==> config.mk <==
export PLATFORM = sky130hd
export DESIGN_NAME = rtc_trigger
export DESIGN_NICKNAME = d
export VERILOG_FILES = /design/src/rtc_cross_detect.v /design/src/rtc_datetime_match.v /design/src/rtc_trigger.v
export VERILOG_INCLUDE_DIRS = /design/src /design/src/src
export SDC_FILE = /design/constraint.sdc
export NUM_CORES = 1
export LEC_CHECK = 0
export BUFFER_PORTS_ARGS = -buffer_cell sky130_fd_sc_hd__buf_2
export CORE_MARGIN = 5
export CORE_UTILIZATION = 65
export CTS_CLUSTER_DIAMETER = 200
export CTS_CLUSTER_SIZE = 24
export DETAILED_ROUTE_END_ITERATION = 7
export MAX_ROUTING_LAYER = met4
export PLACE_DENSITY = 0.82
export SLEW_MARGIN = 20
export SYNTH_ARGS = -nofsm -noshare
export SYNTH_HDL_FRONTEND = slang
export SYNTH_SLANG_ARGS = --single-unit
==> constraint.sdc <==
create_clock -name mclk -period 18.4 [get_ports mclk]
set_clock_uncertainty 0.1 [all_clocks]
set_input_delay 1.84 -clock mclk [delete_from_list [all_inputs] [get_ports mclk]]
set_output_delay 1.84 -clock mclk [all_outputs]
set_load 0.1 [all_outputs]
==> src/rtc_map.vh <==
// Purpose: Offsets, field positions and reset values of the trigger block.
// Assumes: Included by the top trigger module and the bench; the detectors do not use it.
// Notes: Byte addresses on the plain register port, one 32-bit word each.
`ifndef RTC_MAP_VH
`define RTC_MAP_VH

// ----------------------------------------------------------------------
// Register offsets
// ----------------------------------------------------------------------
`define RTC_ADDR_W 8
`define RTC_OFS_CTRL 8'h00
`define RTC_OFS_STATUS 8'h04
`define RTC_OFS_START_DATE 8'h08
`define RTC_OFS_START_TIME 8'h0c
`define RTC_OFS_STOP_DATE 8'h10
`define RTC_OFS_STOP_TIME 8'h14
`define RTC_OFS_START_LEVEL 8'h18
`define RTC_OFS_STOP_LEVEL 8'h1c
`define RTC_OFS_DURATION 8'h20
`define RTC_OFS_ELAPSED 8'h24
`define RTC_OFS_CMD 8'h28

// ----------------------------------------------------------------------
// Control fields
// ----------------------------------------------------------------------
`define RTC_CTRL_EN 0
`define RTC_CTRL_START_SRC_LO 4
`define RTC_CTRL_START_SRC_HI 6
`define RTC_CTRL_STOP_SRC_LO 8
`define RTC_CTRL_STOP_SRC_HI 9
`define RTC_CTRL_START_SLOPE 12
`define RTC_CTRL_STOP_SLOPE 13
`define RTC_CMD_BUS_TRIG 0

// Start sources.
`define RTC_START_IMM 3'h0
`define RTC_START_BUS 3'h1
`define RTC_START_TIME 3'h2
`define RTC_START_MAN 3'h3
`define RTC_START_FUNC 3'h4
// Stop sources.
`define RTC_STOP_IMM 2'h0
`define RTC_STOP_TIME 2'h1
`define RTC_STOP_MAN 2'h2
`define RTC_STOP_FUNC 2'h3
// Slope codes.
`define RTC_SLOPE_POS 1'b0
`define RTC_SLOPE_NEG 1'b1

// ----------------------------------------------------------------------
// Reset values
// ----------------------------------------------------------------------
// Date word is {year[15:0], month[7:0], day[7:0]}.
`define RTC_RST_DATE 32'h07b2_0101
// Time word is {8'h00, hour[7:0], minute[7:0], second[7:0]}.
`define RTC_RST_TIME 32'h0000_0000
`define RTC_RST_LEVEL 32'h0000_0000
`define RTC_RST_DURATION 32'h0000_0000

// Stop causes shown in the status word.
`define RTC_CAUSE_NONE 3'h0
`define RTC_CAUSE_FULL 3'h1
`define RTC_CAUSE_DUR 3'h2
`define RTC_CAUSE_TIME 3'h3
`define RTC_CAUSE_MAN 3'h4
`define RTC_CAUSE_FUNC 3'h5

`endif

==> src/rtc_cross_detect.v <==
// Purpose: Detects a crossing of a level by successive averaged values.
// Assumes: Values are signed two's complement, one per sample strobe.
// Notes: Clear forgets the last sample so that stale data cannot fire.
`timescale 1ns/100ps

module rtc_cross_detect #(
  parameter WIDTH = 32
) (
  input wire mclk,
  input wire reset,
  input wire clear,
  input wire sample_valid,
  input wire signed [WIDTH-1:0] sample,
  input wire signed [WIDTH-1:0] level,
  input wire falling,
  output reg hit_reg
);

  reg signed [WIDTH-1:0] prev_reg;
  reg prev_valid_reg;
  wire rise_hit;
  wire fall_hit;

  // ----------------------------------------------------------------------
  // Crossing tests
  // ----------------------------------------------------------------------
  // From below to at-or-above, or from above to at-or-below the level.
  assign rise_hit = prev_valid_reg && (prev_reg < level) && (sample >= level);
  assign fall_hit = prev_valid_reg && (prev_reg > level) && (sample <= level);

  // Keep the previous value and raise a one-cycle hit on a crossing.
  always @(posedge mclk or posedge reset) begin
    if (reset) begin
      prev_reg <= {WIDTH{1'b0}};
      prev_valid_reg <= 1'b0;
      hit_reg <= 1'b0;
    end else if (clear) begin
      prev_valid_reg <= 1'b0;
      hit_reg <= 1'b0;
    end else begin
      hit_reg <= 1'b0;
      if (sample_valid) begin
        prev_reg <= sample;
        prev_valid_reg <= 1'b1;
        hit_reg <= falling ? fall_hit : rise_hit;
      end
    end
  end

endmodule // rtc_cross_detect

==> src/rtc_datetime_match.v <==
// Purpose: Flags each cycle in which the time of day equals a set moment.
// Assumes: Date and time words use the same packing on both sides.
// Notes: The flag is registered, so it trails the clock value by one cycle.
`timescale 1ns/100ps

module rtc_datetime_match (
  input wire mclk,
  input wire reset,
  input wire [31:0] now_date,
  input wire [31:0] now_time,
  input wire [31:0] set_date,
  input wire [31:0] set_time,
  output reg match_reg
);

  // ----------------------------------------------------------------------
  // Compare
  // ----------------------------------------------------------------------
  // Every field is compared, so a new year with the same clock reading
  // never fires by mistake.
  always @(posedge mclk or posedge reset) begin
    if (reset) begin
      match_reg <= 1'b0;
    end else begin
      match_reg <= (now_date == set_date) && (now_time == set_time);
    end
  end

endmodule // rtc_datetime_match

==> src/rtc_trigger.v <==
// Purpose: Start and stop trigger control for memory recording.
// Assumes: Time of day, second tick and averaged values come from outside.
// Notes: Registers sit on a plain port; read data appear one cycle later.
//
// Operation
// - Time start fires when clock equals start moment.
// - Date and time held as separate fields.
// - Function start fires at start level.
// - Start slope picks rising or falling crossing.
// - Reset start source is immediate start.
// - Acquisition ends on first of all stop events.
// - Time stop adds the stop moment.
// - Immediate stop adds no extra condition.
// - Manual stop, the default, uses the key.
// - Disabling recording stops it at once.
// - Function stop ends on function condition.
// - Time stop fires when clock equals stop moment.
// - Function stop fires at stop level.
// - Stop slope picks rising or falling crossing.
// - Triggers act only while recording is enabled.
// - Bus start fires on host trigger command.
// - Manual start fires on the record key.
`timescale 1ns/100ps
`include "rtc_map.vh"

module rtc_trigger #(
  parameter VAL_W = 32
) (
  input wire mclk,
  input wire reset,
  input wire [7:0] reg_addr,
  input wire [31:0] reg_wdata,
  input wire reg_wr,
  input wire reg_rd,
  output reg [31:0] reg_rdata,
  input wire [31:0] now_date,
  input wire [31:0] now_time,
  input wire sec_tick,
  input wire mem_key,
  input wire mem_full,
  input wire avg_valid,
  input wire signed [VAL_W-1:0] avg_value,
  output reg rec_active,
  output reg rec_start,
  output reg rec_stop
);

  // ----------------------------------------------------------------------
  // States
  // ----------------------------------------------------------------------
  localparam ST_IDLE = 2'h0;
  localparam ST_ARMED = 2'h1;
  localparam ST_REC = 2'h2;
  localparam ST_DONE = 2'h3;

  reg [1:0] state_reg;
  reg [1:0] state_next;
  reg en_reg;
  reg [2:0] start_src_reg;
  reg [1:0] stop_src_reg;
  reg start_slope_reg;
  reg stop_slope_reg;
  reg [31:0] start_date_reg;
  reg [31:0] start_time_reg;
  reg [31:0] stop_date_reg;
  reg [31:0] stop_time_reg;
  reg signed [VAL_W-1:0] start_level_reg;
  reg signed [VAL_W-1:0] stop_level_reg;
  reg [31:0] duration_reg;
  reg [31:0] elapsed_reg;
  reg bus_trig_reg;
  reg [2:0] cause_reg;
  reg [2:0] cause_next;
  reg start_ev;
  wire start_time_hit;
  wire stop_time_hit;
  wire start_func_hit;
  wire stop_func_hit;
  wire dur_hit;
  wire [31:0] ctrl_word;
  wire [31:0] status_word;

  // ----------------------------------------------------------------------
  // Register writes
  // ----------------------------------------------------------------------
  // Software owns every setting; the bus trigger is a one-cycle command
  // bit that never reads back.
  always @(posedge mclk or posedge reset) begin
    if (reset) begin
      en_reg <= 1'b0;
      start_src_reg <= `RTC_START_IMM;
      stop_src_reg <= `RTC_STOP_MAN;
      start_slope_reg <= `RTC_SLOPE_POS;
      stop_slope_reg <= `RTC_SLOPE_POS;
      start_date_reg <= `RTC_RST_DATE;
      start_time_reg <= `RTC_RST_TIME;
      stop_date_reg <= `RTC_RST_DATE;
      stop_time_reg <= `RTC_RST_TIME;
      start_level_reg <= `RTC_RST_LEVEL;
      stop_level_reg <= `RTC_RST_LEVEL;
      duration_reg <= `RTC_RST_DURATION;
      bus_trig_reg <= 1'b0;
    end else begin
      bus_trig_reg <= 1'b0;
      if (reg_wr) begin
        case (reg_addr)
          `RTC_OFS_CTRL: begin
            en_reg <= reg_wdata[`RTC_CTRL_EN];
            start_src_reg <=
              reg_wdata[`RTC_CTRL_START_SRC_HI:`RTC_CTRL_START_SRC_LO];
            stop_src_reg <=
              reg_wdata[`RTC_CTRL_STOP_SRC_HI:`RTC_CTRL_STOP_SRC_LO];
            start_slope_reg <= reg_wdata[`RTC_CTRL_START_SLOPE];
            stop_slope_reg <= reg_wdata[`RTC_CTRL_STOP_SLOPE];
          end
          // Date and time words keep each field in its own byte lanes.
          `RTC_OFS_START_DATE: start_date_reg <= reg_wdata;
          `RTC_OFS_START_TIME: start_time_reg <= reg_wdata;
          `RTC_OFS_STOP_DATE: stop_date_reg <= reg_wdata;
          `RTC_OFS_STOP_TIME: stop_time_reg <= reg_wdata;
          `RTC_OFS_START_LEVEL: start_level_reg <= reg_wdata[VAL_W-1:0];
          `RTC_OFS_STOP_LEVEL: stop_level_reg <= reg_wdata[VAL_W-1:0];
          `RTC_OFS_DURATION: duration_reg <= reg_wdata;
          `RTC_OFS_CMD: bus_trig_reg <= reg_wdata[`RTC_CMD_BUS_TRIG];
          default: begin
          end
        endcase
      end
    end
  end

  // ----------------------------------------------------------------------
  // Register reads
  // ----------------------------------------------------------------------
  assign ctrl_word = {18'h00000, stop_slope_reg, start_slope_reg,
                      2'h0, stop_src_reg, 1'b0, start_src_reg, 3'h0, en_reg};
  assign status_word = {24'h000000, 1'b0, cause_reg, 2'h0, state_reg};

  // Read data stand only in the cycle after the strobe, zero otherwise,
  // and unmapped or write-only offsets read as zero.
  always @(posedge mclk or posedge reset) begin
    if (reset) begin
      reg_rdata <= 32'h0000_0000;
    end else if (reg_rd) begin
      case (reg_addr)
        `RTC_OFS_CTRL: reg_rdata <= ctrl_word;
        `RTC_OFS_STATUS: reg_rdata <= status_word;
        `RTC_OFS_START_DATE: reg_rdata <= start_date_reg;
        `RTC_OFS_START_TIME: reg_rdata <= start_time_reg;
        `RTC_OFS_STOP_DATE: reg_rdata <= stop_date_reg;
        `RTC_OFS_STOP_TIME: reg_rdata <= stop_time_reg;
        `RTC_OFS_START_LEVEL: reg_rdata <= start_level_reg;
        `RTC_OFS_STOP_LEVEL: reg_rdata <= stop_level_reg;
        `RTC_OFS_DURATION: reg_rdata <= duration_reg;
        `RTC_OFS_ELAPSED: reg_rdata <= elapsed_reg;
        default: reg_rdata <= 32'h0000_0000;
      endcase
    end else begin
      reg_rdata <= 32'h0000_0000;
    end
  end

  // ----------------------------------------------------------------------
  // Event detectors
  // ----------------------------------------------------------------------
  rtc_datetime_match u_start_time (
    .mclk(mclk),
    .reset(reset),
    .now_date(now_date),
    .now_time(now_time),
    .set_date(start_date_reg),
    .set_time(start_time_reg),
    .match_reg(start_time_hit)
  );

  rtc_datetime_match u_stop_time (
    .mclk(mclk),
    .reset(reset),
    .now_date(now_date),
    .now_time(now_time),
    .set_date(stop_date_reg),
    .set_time(stop_time_reg),
    .match_reg(stop_time_hit)
  );

  // Each detector is cleared outside its own phase, so a crossing is only
  // judged between two samples taken while that trigger is waiting.
  rtc_cross_detect #(
    .WIDTH(VAL_W)
  ) u_start_cross (
    .mclk(mclk),
    .reset(reset),
    .clear(state_reg != ST_ARMED),
    .sample_valid(avg_valid),
    .sample(avg_value),
    .level(start_level_reg),
    .falling(start_slope_reg),
    .hit_reg(start_func_hit)
  );

  rtc_cross_detect #(
    .WIDTH(VAL_W)
  ) u_stop_cross (
    .mclk(mclk),
    .reset(reset),
    .clear(state_reg != ST_REC),
    .sample_valid(avg_valid),
    .sample(avg_value),
    .level(stop_level_reg),
    .falling(stop_slope_reg),
    .hit_reg(stop_func_hit)
  );

  // ----------------------------------------------------------------------
  // Recording time
  // ----------------------------------------------------------------------
  // A duration of zero means no time limit, so a fresh reset never ends
  // a recording on its own.
  assign dur_hit = (duration_reg != 32'h0000_0000) &&
                   (elapsed_reg >= duration_reg);

  // Seconds are counted only while recording and restart at each start.
  always @(posedge mclk or posedge reset) begin
    if (reset) begin
      elapsed_reg <= 32'h0000_0000;
    end else if (state_reg == ST_ARMED) begin
      elapsed_reg <= 32'h0000_0000;
    end else if (state_reg == ST_REC && sec_tick) begin
      elapsed_reg <= elapsed_reg + 32'h0000_0001;
    end
  end

  // ----------------------------------------------------------------------
  // Start selection
  // ----------------------------------------------------------------------
  always @* begin
    case (start_src_reg)
      `RTC_START_IMM: start_ev = 1'b1;
      `RTC_START_BUS: start_ev = bus_trig_reg;
      `RTC_START_TIME: start_ev = start_time_hit;
      `RTC_START_MAN: start_ev = mem_key;
      `RTC_START_FUNC: start_ev = start_func_hit;
      default: start_ev = 1'b0;
    endcase
  end

  // ----------------------------------------------------------------------
  // Stop selection
  // ----------------------------------------------------------------------
  // Memory full outranks the time limit, which outranks the chosen
  // source, so the reported cause is stable when events coincide.
  always @* begin
    cause_next = `RTC_CAUSE_NONE;
    if (mem_full) begin
      cause_next = `RTC_CAUSE_FULL;
    end else if (dur_hit) begin
      cause_next = `RTC_CAUSE_DUR;
    end else begin
      case (stop_src_reg)
        `RTC_STOP_TIME: begin
          if (stop_time_hit) begin
            cause_next = `RTC_CAUSE_TIME;
          end
        end
        `RTC_STOP_MAN: begin
          if (mem_key) begin
            cause_next = `RTC_CAUSE_MAN;
          end
        end
        `RTC_STOP_FUNC: begin
          if (stop_func_hit) begin
            cause_next = `RTC_CAUSE_FUNC;
          end
        end
        default: cause_next = `RTC_CAUSE_NONE;
      endcase
    end
  end

  // ----------------------------------------------------------------------
  // Sequencer
  // ----------------------------------------------------------------------
  // Clearing the enable wins over every state; a finished recording waits
  // in DONE until software disables and enables again.
  always @* begin
    state_next = state_reg;
    if (!en_reg) begin
      state_next = ST_IDLE;
    end else begin
      case (state_reg)
        ST_IDLE: state_next = ST_ARMED;
        ST_ARMED: begin
          if (start_ev) begin
            state_next = ST_REC;
          end
        end
        ST_REC: begin
          if (cause_next != `RTC_CAUSE_NONE) begin
            state_next = ST_DONE;
          end
        end
        ST_DONE: state_next = ST_DONE;
        default: state_next = ST_IDLE;
      endcase
    end
  end

  // State, cause and the registered recording outputs.
  always @(posedge mclk or posedge reset) begin
    if (reset) begin
      state_reg <= ST_IDLE;
      cause_reg <= `RTC_CAUSE_NONE;
      rec_active <= 1'b0;
      rec_start <= 1'b0;
      rec_stop <= 1'b0;
    end else begin
      state_reg <= state_next;
      rec_active <= (state_next == ST_REC);
      rec_start <= (state_reg != ST_REC) && (state_next == ST_REC);
      rec_stop <= (state_reg == ST_REC) && (state_next != ST_REC);
      if (state_reg == ST_ARMED && state_next == ST_REC) begin
        cause_reg <= `RTC_CAUSE_NONE;
      end else if (state_reg == ST_REC && state_next == ST_DONE) begin
        cause_reg <= cause_next;
      end
    end
  end

endmodule // rtc_trigger
==> results.md, run 1 <==
* Fin crit period at 4040 ps
* CTS Root Cell: clkbuf_16
* Synthesized net count at 2130
* Routability Congestion at between 1 and 1.5
* Commonest non-fill, non-tap cells in the layout: dfrtp_1 (356), mux2_2 (289), buf_2 (178)
* # IOs at 179
* Finished Core Util at 71.2%
* Max_cap viols at 0
* Async SR Flop Fraction at 100%
* TNS Setup at 0 ps
* ANT nets after route at 0
* Num Clock Sinks at 375
* CP Data Required Time at 18730 ps
* Pleak at between 10 and 15 nW
* Reg clk slew, reported paths at 100 ps
* Crit path launch type: primary input
* CP peak stage delay at 600 ps
* Period utilization at 22.0%
* Top_reg_cell synth: dfrtp_1
* Sequential area share after synthesis at 44.7%
* Count of cell types in the netlist at 74
* CP delay by family, top: simple AND/OR/NAND/NOR gates
* Chip Width at roughly 190 um
* Yosys reg bits at roughly 380
* Hold_buf cts at 0
* Vias per inst at 6.73
* Worst VDD drop at 0.0625 mV
* RSZ-0062 raised after global routing: false
* DP Wirelength at slightly above 50 mm
* Drt wl/cell at approximately 27 um
* Crit path buffers/inverters at 3
* Yosys warnings at 0
* Number of buffers created by CTS at 19
* CTS tree: done
* Number of synthesized flops with an enable pin at 0
* Relative max-transition margin at 24.5%
* CP Class: primary input to flop
* CTS max path bufs at 3
* Status: finished, final reports clean
* Post_cts resized at 0
* Die area at 0.0361 mm2
* First-pass GRT wire length at a little over 100 mm
* DR iter-0 viols at 1896
* Count of final hold-check violations at 0
* Worst-margin pin slew at 1130 ps
* Layout cell share with drive strength beyond 1 at 28.1%
* Vias in the first global route at 16359
* Clk_lat worst skew at 550 ps
* Multi-input gate area at 0.0110 mm2
* Power Density at 77.2 mW/mm2
* Worst path most repeated cell: buf_4
* Worst Hold Class: flop to flop
* GR Overflow Total at 0
* Tot GR Track Use at 37.7%
* Die Y-Extent at 190 um
* Cells along the critical path: buf_2, nor3_2, nand2b_1, nor2_2, buf_4, nand2_1, buf_4, mux2_2
* Port Buf Inserts at 178
* # setup viols final at 0
* Highest Clock Rate at 0.247 GHz
* Critical path arrival at 4370 ps
* Crit end category: flop
* Most common cell after layout, fill and taps aside: dfrtp_1
* NumNets Final at roughly 2300
* Antenna violations before repair at 5
* DRC at 0
* Core ar. at 0.0323 mm2
* DR pass1 iterations at 6
* Synth Instances at 1825
* Pin count of the biggest net entering global routing at 140
* Area Overhead vs Synth at 9.16%
* Clock H-tree levels at 1
* Post-Syn Area at around 0.021 mm2
* Reg area at about 0.0094 mm2
* Vias at 16452
* Post CTS Setup Buffer Count at 0
* Mean Syn Cell Area at between 10 and 15 um2
* Row cnt at 66
* Initial Utilization at 65.2%
* # fillers at 2326
* Crit path max fanout at 33
* Critical path's slowest cell: nand2_1
* Total wire length at 67.0 mm
* Slew Limit Fails at 0
## worst min-delay path, cell delays in order (launching register included)
cell     delay [ps]
dfrtp_1         360
nand2_1          50
o21ai_0          60
## worst paths after layout
kind,start,to,slack [ps],depth (start not counted)
setup reg to reg,start_level_reg[31],u_start_cross.hit_reg,15310,9
min in group asynchronous,reset,cause_reg[0],1350,2
hold / removal,u_stop_cross.prev_reg[0],u_stop_cross.prev_reg[0],400,2
hold reg to reg,u_stop_cross.prev_reg[0],u_stop_cross.prev_reg[0],400,2
max in group asynchronous,reset,duration_reg[26],14620,4
setup / recovery,reg_addr[5],start_time_reg[3],14360,8
## metal layers
layer | vias up | global-route usage [%] | share of wire, %
li1 | 7121 | - | -
met1 | 8274 | 50.8 | 40
met2 | 877 | 56.9 | 45
met3 | 180 | 6.50 | 9.4
met4 | 0 | 15.9 | 5.6
met5 | - | - | 0
## final cells by class
class | count | share of cell area, %
antenna | 5 | 0.0545
clock buffer | 32 | 2.28
clock inverter | 2 | 0.0871
inverter | 112 | 1.86
multi-input combinational | 1277 | 47.8
sequential | 375 | 40.9
tap | 442 | 2.41
timing repair buffer | 199 | 4.60
## cell families after synthesis
family / count (synthesis) / synth area share, %
mux: 307 / 16.4
simple gates: 332 / 8.67
fa+ha+maj: 161 / 9.57
compound gates: 339 / 11.7
xor+xnor: 138 / 5.74
flops: 375 / 44.7
buf+inv: 173 / 3.29
## Yosys cell counts, drive strengths merged, types with 41 or more instances
| library cell | number | area, um2 |
|---|---|---|
| nand3 | 43 | 215 |
| buf | 41 | 196 |
| ha | 161 | 2010 |
| nor4 | 48 | 340 |
| a22oi | 66 | 495 |
| nand4 | 47 | 294 |
| mux2 | 295 | 3320 |
| inv | 112 | 420 |
| nand2 | 64 | 240 |
| nor2 | 57 | 224 |
| dfrtp | 356 | 8910 |
| xor2 | 135 | 1180 |
| a21oi | 52 | 260 |
## through the flow
| stage | power (mW) | cells | hold WS (ps) | worst slack [ps] | area, um2 |
|---|---|---|---|---|---|
| after floorplan | 1.16 | 1825 | 350 | 6080 | 21100 |
| final | 1.77 | 2444 | 401 | 14360 | 23000 |
| after global placement | 1.29 | 2405 | 364 | 13620 | 22400 |
| after CTS | 1.77 | 2439 | 405 | 14150 | 23000 |
| after global routing | 1.85 | 2444 | 434 | 14160 | 23000 |
| after detailed placement | 1.30 | 2405 | 382 | 13570 | 22400 |
## report_power, final
group          switching, mW  internal (mW)  leakage (nW)
sequential            0.0653          0.878          5.08
clock                  0.278          0.200         0.260
combinational          0.203          0.150          5.81
total                  0.546           1.23          11.2
(Power assumes the default switching activity.)
==> inputs of run 2 (changes only) <==
Settings changed: CORE_UTILIZATION 65 to 55, PLACE_DENSITY 0.82 to 0.73.
Clock period 18.4 ns to 3.6 ns, I/O delays scaled along.
==> run 2 against run 1 <==
  * Critical path depth grew 1
  * Total power grew to 5.1 times the previous value
  * Routed wire length grew 6.9%
  * Die area grew 17%
  * Register-to-register slack lost 15000 ps
  * Combinational power grew to 5.2 times the previous value
  * First-iteration DRC count shrank 1.5%
  * Critical endpoint is now u_stop_cross.hit_reg
==> results.md, run 2 (synthesis results as in run 1) <==
* Status: finished, final reports clean
* Relative max-transition margin at 20.1% (-4.4 points)
* Drt wl/cell at 28.4 um (+3.6%)
* TNS Setup at 0 ps (unchanged)
* Most common cell after layout, fill and taps aside: dfrtp_1
* Clk_lat worst skew at 550 ps (about the same)
* CTS max path bufs at 3 (unchanged)
* Num Clock Sinks at 375 (unchanged)
* Period utilization at 78.9%
* DR iter-0 viols at 1868 (-1.5%)
* CTS tree: done
* Post-Place Cells at 2485 (+3.3%)
* Overall Power at 9.10 mW (+410%)
* Worst Hold Class: primary input to flop
* Core ar. at 0.0378 mm2 (+17%)
* Final cell count without fillers at 2522 (+3.2%)
* Design area at 0.0232 mm2 (+0.97%)
* Internal power at 6.28 mW (+410%)
* Chip Width at 206 um (+8.3%)
* Crit path max fanout at 3 (-91%)
* Pleak at 11.2 nW (+0.64%)
* Clock H-tree levels at 1 (unchanged)
* Area Overhead vs Synth at 10.2%
* Port Buf Inserts at 178 (unchanged)
* Max_cap viols at 0 (unchanged)
* Commonest non-fill, non-tap cells in the layout: dfrtp_1 (356), mux2_2 (289), buf_2 (178)
* CP Data Required Time at 3950 ps (-14780 ps)
* Vias per inst at 6.62 (-1.7%)
* Reg power frac at 52.8% (-0.4 points)
* Flop2flop setup slack at 760 ps (-14550 ps)
* Antenna violations before repair at 3 (-2)
* Tot GR Track Use at 34.6% (-3.1 points)
* CTS Root Cell: clkbuf_16
* NumNets Final at 2301 (+0.52%)
* CP Class: flop to flop
* Total wire length at 71.6 mm (+6.9%)
* DP Area at 0.0226 mm2 (+1.1%)
* Power Density at 392 mW/mm2 (+410%)
* Worst Setup Slack post-DPL at 791 ps (-12780 ps)
* Count of final hold-check violations at 0 (unchanged)
* Fin crit period at 2840 ps
* Critical path arrival at 3200 ps (-1170 ps)
* Number of buffers created by CTS at 19 (unchanged)
* Reg clk slew, reported paths at 110 ps (about the same)
* Min Hold Slack at 8.19 ps (-393 ps)
* Highest Clock Rate at around 0.35 GHz
* First-pass GRT wire length at 106 mm (+5.1%)
* GR Overflow Total at 0 (unchanged)
* Layout cell share with drive strength beyond 1 at 28.4% (+0.29 points)
* Net Switching at 2.82 mW (+420%)
* Initial Utilization at 55.8% (-9.4 points)
* # setup viols final at 0 (unchanged)
* Clock network fraction of total power at 26.9% (about the same)
* DRC at 0 (unchanged)
* Die Y-Extent at 206 um (+8.3%)
* Pin count of the biggest net entering global routing at 113 (-19%)
* # IOs at 179 (unchanged)
* Finished Core Util at 61.5% (-9.7 points)
* Combinational share of power at 20.2% (+0.3 points)
* RSZ-0062 raised after global routing: false
* Die area at 0.0423 mm2 (+17%)
* Vias in the first global route at 16365 (+0.037%)
* # fillers at 3160 (+36%)
* DP Wirelength at 54.4 mm (+7.1%)
* Switch share at 31.0% (+0.23 points)
* Crit end category: flop
* Worst VDD drop at 0.312 mV (+400%)
* Slew Limit Fails at 0 (unchanged)
* Worst-margin pin slew at 1200 ps (+66.0 ps)
* Row cnt at 71 (+7.6%)
* Crit path launch type: flop
* Routability Congestion at 1.02 (+0.48%)
* Vias at 16684 (+1.4%)
* ANT nets after route at 0 (unchanged)
* DR pass1 iterations at 6 (unchanged)
* Setup WS post-layout at 758 ps (-13600 ps)
run 2: routing by layer:
layer / share of wire (%) / GRT usage [%] / vias to the layer above / routed length, um
met5: 0 / - / - / 0
met4: 5.6 / 15.3 / 0 / 4040
met3: 9.8 / 6.27 / 181 / 7010
met2: 44 / 50.9 / 959 / 31800
met1: 40 / 47.2 / 8397 / 28700
li1: - / - / 7147 / -
run 2: what timing repair did:
action,CTS,global route
hold endpoints to repair,17,0
hold buffers,1,0
buffers inserted,0,0
gates resized for setup,0,0
endpoints found under the setup margin,0,0
run 2: worst max-delay path, cell delays in order, from the launching register on:
cell and delay (ps):
dfrtp_1 460, inv_1 140, ha_1 320, nand2_1 60, nor3_1 420, a31oi_1 270, a41oi_1 460, mux2i_1 300
o211ai_1 120, o31ai_1 100
run 2: power groups by stage:
stage / registers [mW] / clock network (mW) / logic [mW]
after CTS: 4.79 / 2.47 / 1.83
after detailed placement: 4.87 / 0 / 1.81
after floorplan: 4.75 / 0 / 1.18
final: 4.81 / 2.45 / 1.84
after global routing: 4.84 / 2.61 / 2.01
after global placement: 4.86 / 0 / 1.77
run 2: cell type report:
class	count	area [um2]	area share, %
repair buffers	211	1220	5.24
multi-input cells	1277	11000	47.3
flip-flops and latches	375	9410	40.5
clock inverters	1	11.3	0.0485
clock buffers	32	524	2.26
inverters	112	424	1.83
well taps	511	639	2.76
diodes	3	7.51	0.0324
run 2: final timing paths:
check | from | end | depth (start not counted)
hold reg to reg | u_stop_cross.prev_reg[0] | u_stop_cross.prev_reg[0] | 2
min in group asynchronous | reset | rec_active | 3
hold / removal | avg_value[21] | u_start_cross.prev_reg[21] | 2
max in group asynchronous | reset | start_time_reg[26] | 4
setup / recovery | stop_level_reg[17] | u_stop_cross.hit_reg | 9
setup reg to reg | stop_level_reg[17] | u_stop_cross.hit_reg | 9
==> inputs of run 3 (changes only) <==
Settings changed: ABC_AREA set to 1, CORE_UTILIZATION 55 to 61, PLACE_DENSITY 0.73 to 0.77.
Clock period 3.6 ns to 2.66 ns, I/O delays scaled along.
==> run 3 against run 2 <==
  * Flip-flop and latch count unchanged
  * Critical path type unchanged
  * Clock-buffer cell count unchanged
  * Worst hold slack better by 89 ps
  * Final cell count up 31%
  * Largest power group unchanged
==> results.md, run 3 <==
* Crit path to: u_stop_cross.hit_reg
* Count of final hold-check violations at 0 (unchanged)
* Port Buf Inserts at 178 (unchanged)
* Stages on worst setup path at 14 (+5)
* # IOs at 179 (unchanged)
* Die area at 0.0388 mm2 (-8.3%)
* Reg2reg path depth at 14 (+5)
* Clock H-tree levels at 1 (unchanged)
* Synthesized net count at 2900 (+36%)
* GR Overflow Total at 0 (unchanged)
* Number of buffers created by CTS at 19 (unchanged)
* # fillers at 2731 (-14%)
* Power Density at 470 mW/mm2 (+20%)
* Sequential area share after synthesis at 44.1% (-0.54 points)
* NumNets Final at 3149 (+37%)
* Area share of fa/ha/maj cells after synthesis at 9.45% (-0.12 points)
* CTS Root Cell: clkbuf_16
* Mean Syn Cell Area at 8.21 um2 (-29%)
* CP delay by family, top: simple AND/OR/NAND/NOR gates
* Combinational share of power at 17.0% (-3.2 points)
* DRC at 0 (unchanged)
* Initial Utilization at 61.7% (+5.9 points)
* Clk_lat worst skew at 540 ps (about the same)
* Reg area at 0.00941 mm2 (unchanged)
* CP peak stage delay at 380 ps (-80 ps)
* Clock network fraction of total power at 28.9% (+2.0 points)
* Layout cell share with drive strength beyond 1 at 12.7% (-16 points)
* Multi-input gate area at 0.0103 mm2 (-6.5%)
* Synth Instances at 2595 (+42%)
* Fin crit period at 2530 ps (-314 ps)
* Die Y-Extent at 197 um (-4.2%)
* Vias in the first global route at 20062 (+23%)
* Vias at 20644 (+24%)
* Most common cell after layout, fill and taps aside: nand2_1
* CTS tree: done
* Antenna violations before repair at 1 (-2)
* Yosys warnings at 0 (unchanged)
* Area Overhead vs Synth at 14.0%
* CP Class: flop to flop
* Reg2reg start: stop_level_reg[31]
* Reg clk slew, reported paths at 110 ps (about the same)
* DR pass1 iterations at 6 (unchanged)
* Async SR Flop Fraction at 100% (unchanged)
* Worst path most repeated cell: nand2_1
* # diodes at 0 (-3)
* Number of synthesized flops with an enable pin at 0 (unchanged)
* Crit path from: stop_level_reg[31]
* Crit end category: flop
* # setup viols final at 0 (unchanged)
* Row cnt at 68 (-4.2%)
* Top cell type by total area after synthesis: dfrtp_1
* Critical path arrival at 2900 ps (-300 ps)
* Reg2Reg Capture Point: u_stop_cross.hit_reg
* Status: finished, final reports clean
* XOR/XNOR Fraction of Synth Area at 3.58% (-2.2 points)
* Yosys top cell area share at 41.8% (-0.51 points)
* Post-Syn Area at 0.0213 mm2 (+1.2%)
* Pin count of the biggest net entering global routing at 68 (-40%)
* Core ar. at 0.0345 mm2 (-8.5%)
* CP Data Required Time at 3030 ps (-920 ps)
* Multiplexer area fraction after synthesis at 0.0939% (-16 points)
* Internal power at 8.03 mW (+28%)
* Cells along the critical path: inv_1, ha_4, nand2_1, nor2_2, nand4_1, nor3b_4, nand2_1, nand3b_1, nand2_1, nor2_1, nand2_1, nand2_1, nand2_1, nor2_1
* Simple-Gate Fraction of Synth Area at 18.9% (+10 points)
* Critical path's slowest cell: nor3b_4
* Synth Area in Compound Gates at 16.0% (+4.3 points)
* Total wire length at 79.1 mm (+10%)
* Worst VDD drop at 0.857 mV (+170%)
* Highest Clock Rate at 0.396 GHz (+12%)
* Commonest non-fill, non-tap cells in the layout: nand2_1 (608), dfrtp_1 (356), inv_1 (321)
* Top_reg_cell synth: dfrtp_1
* Flop2flop setup slack at 130 ps (-630 ps)
* DR iter-0 viols at 2884 (+54%)
* TNS Setup at 0 ps (unchanged)
* Top post-synthesis cells by count: nand2_1 (609), dfrtp_1 (356), inv_1 (322)
* CTS max path bufs at 3 (unchanged)
* Tot GR Track Use at 41.5% (+6.9 points)
* Reg power frac at 54.1% (+1.3 points)
* ANT nets after route at 0 (unchanged)
* Crit path launch type: flop
* First-pass GRT wire length at 119 mm (+12%)
* Net Switching at 3.39 mW (+20%)
* Most common cell in the netlist: nand2_1
* Pleak at 11.7 nW (+4.4%)
* Relative max-transition margin at 47.6% (+27 points)
* Chip Width at 197 um (-4.2%)
* Crit path buffers/inverters at 1 (unchanged)
* Worst-margin pin slew at 785 ps (-413 ps)
* Worst Hold Class: primary input to flop
* DP Wirelength at 60.7 mm (+12%)
* Synth area leaders: dfrtp_1 (42%), nand2_1 (11%), ha_1 (9.5%), o21ai_0 (7.0%), inv_1 (5.7%)
* Switch share at 29.7% (-1.3 points)
* Slew Limit Fails at 0 (unchanged)
* Largest family of logic cells by synthesized area: simple AND/OR/NAND/NOR gates
* Crit path max fanout at 4 (+1)
* Vias per inst at 6.23 (-5.8%)
* Yosys reg bits at 375 (unchanged)
* Routability Congestion at 1.10 (+7.5%)
* Num Clock Sinks at 375 (unchanged)
* Period utilization at 95.0% (+16 points)
* Max_cap viols at 0 (unchanged)
* Count of cell types in the netlist at 51 (-31%)
* Min Hold Slack at 97.6 ps (+89.5 ps)
* Drt wl/cell at 23.9 um (-16%)
-- run 3: metrics by stage --
stage	area [um2]	utilization, %	power (mW)	setup WS, ps	instances
after global routing	24300	70.3	11.8	-6.61	3311
after global placement	23000	66.6	8.00	-277	3208
final	24300	70.3	11.4	132	3311
after floorplan	21300	-	7.27	-2730	2595
after CTS	24200	70.2	11.3	56.4	3309
after detailed placement	23000	66.6	8.06	-302	3208
-- run 3: power by group through the flow --
stage	sequential, mW	clock, mW	combinational (mW)
global placement	6.26	0	1.73
floorplan	6.22	0	1.05
global route	6.20	3.49	2.13
CTS	6.16	3.28	1.88
finish	6.18	3.30	1.94
detailed placement	6.27	0	1.79
-- run 3: logic make-up (layout without fill, tap and decap cells) --
family,count (synthesis),after routing
XOR/XNOR,87,87
adder cells (fa/ha/maj),161,161
buffers and inverters,431,692
flip-flops,375,375
AO/OA/AOI/OAI,611,611
AND/OR/NAND/NOR,928,928
multiplexers,2,2
-- run 3: layer usage --
layer / GRT usage, % / vias to the layer above / part of all wire [%]
met1: 55.0 / 9768 / 38
met3: 7.47 / 308 / 12
li1: - / 9151 / -
met2: 62.6 / 1417 / 44
met4: 19.3 / 0 / 6.4
met5: - / - / 0
-- run 3: what timing repair did --
item	CTS	global route
endpoints found under the setup margin	1	6
buffers inserted	0	2
hold endpoints to repair	237	0
resized for setup	2	4
hold buffers	68	0
pin swaps	0	2
-- run 3: area by class of cell --
class	instances	share of cell area, %
inverter	351	5.44
timing repair buffer	308	9.06
multi-input combinational	1789	42.2
tap	455	2.34
clock inverter	1	0.0464
clock buffer	32	2.16
sequential	375	38.7
-- run 3: worst min-delay path by stage --
stage               cells after the start  slack (ps)               end         from
detailed placement                      2         170  stop_date_reg[2]        reset
floorplan                               2         270      reg_rdata[0]       reg_rd
finish                                  4         100   elapsed_reg[18]     sec_tick
global placement                        2         160  stop_date_reg[1]        reset
CTS                                     4          80   elapsed_reg[18]     sec_tick
global route                            4         100      bus_trig_reg  reg_addr[6]
-- run 3: worst reg2reg max path, cell delays in order (launching register included) --
cell	delay, ps
dfrtp_1	360
inv_1	120
ha_4	310
nand2_1	90
nor2_2	150
nand4_1	230
nor3b_4	380
nand2_1	150
nand3b_1	100
nand2_1	120
nor2_1	110
nand2_1	60
nand2_1	60
nand2_1	40
nor2_1	90
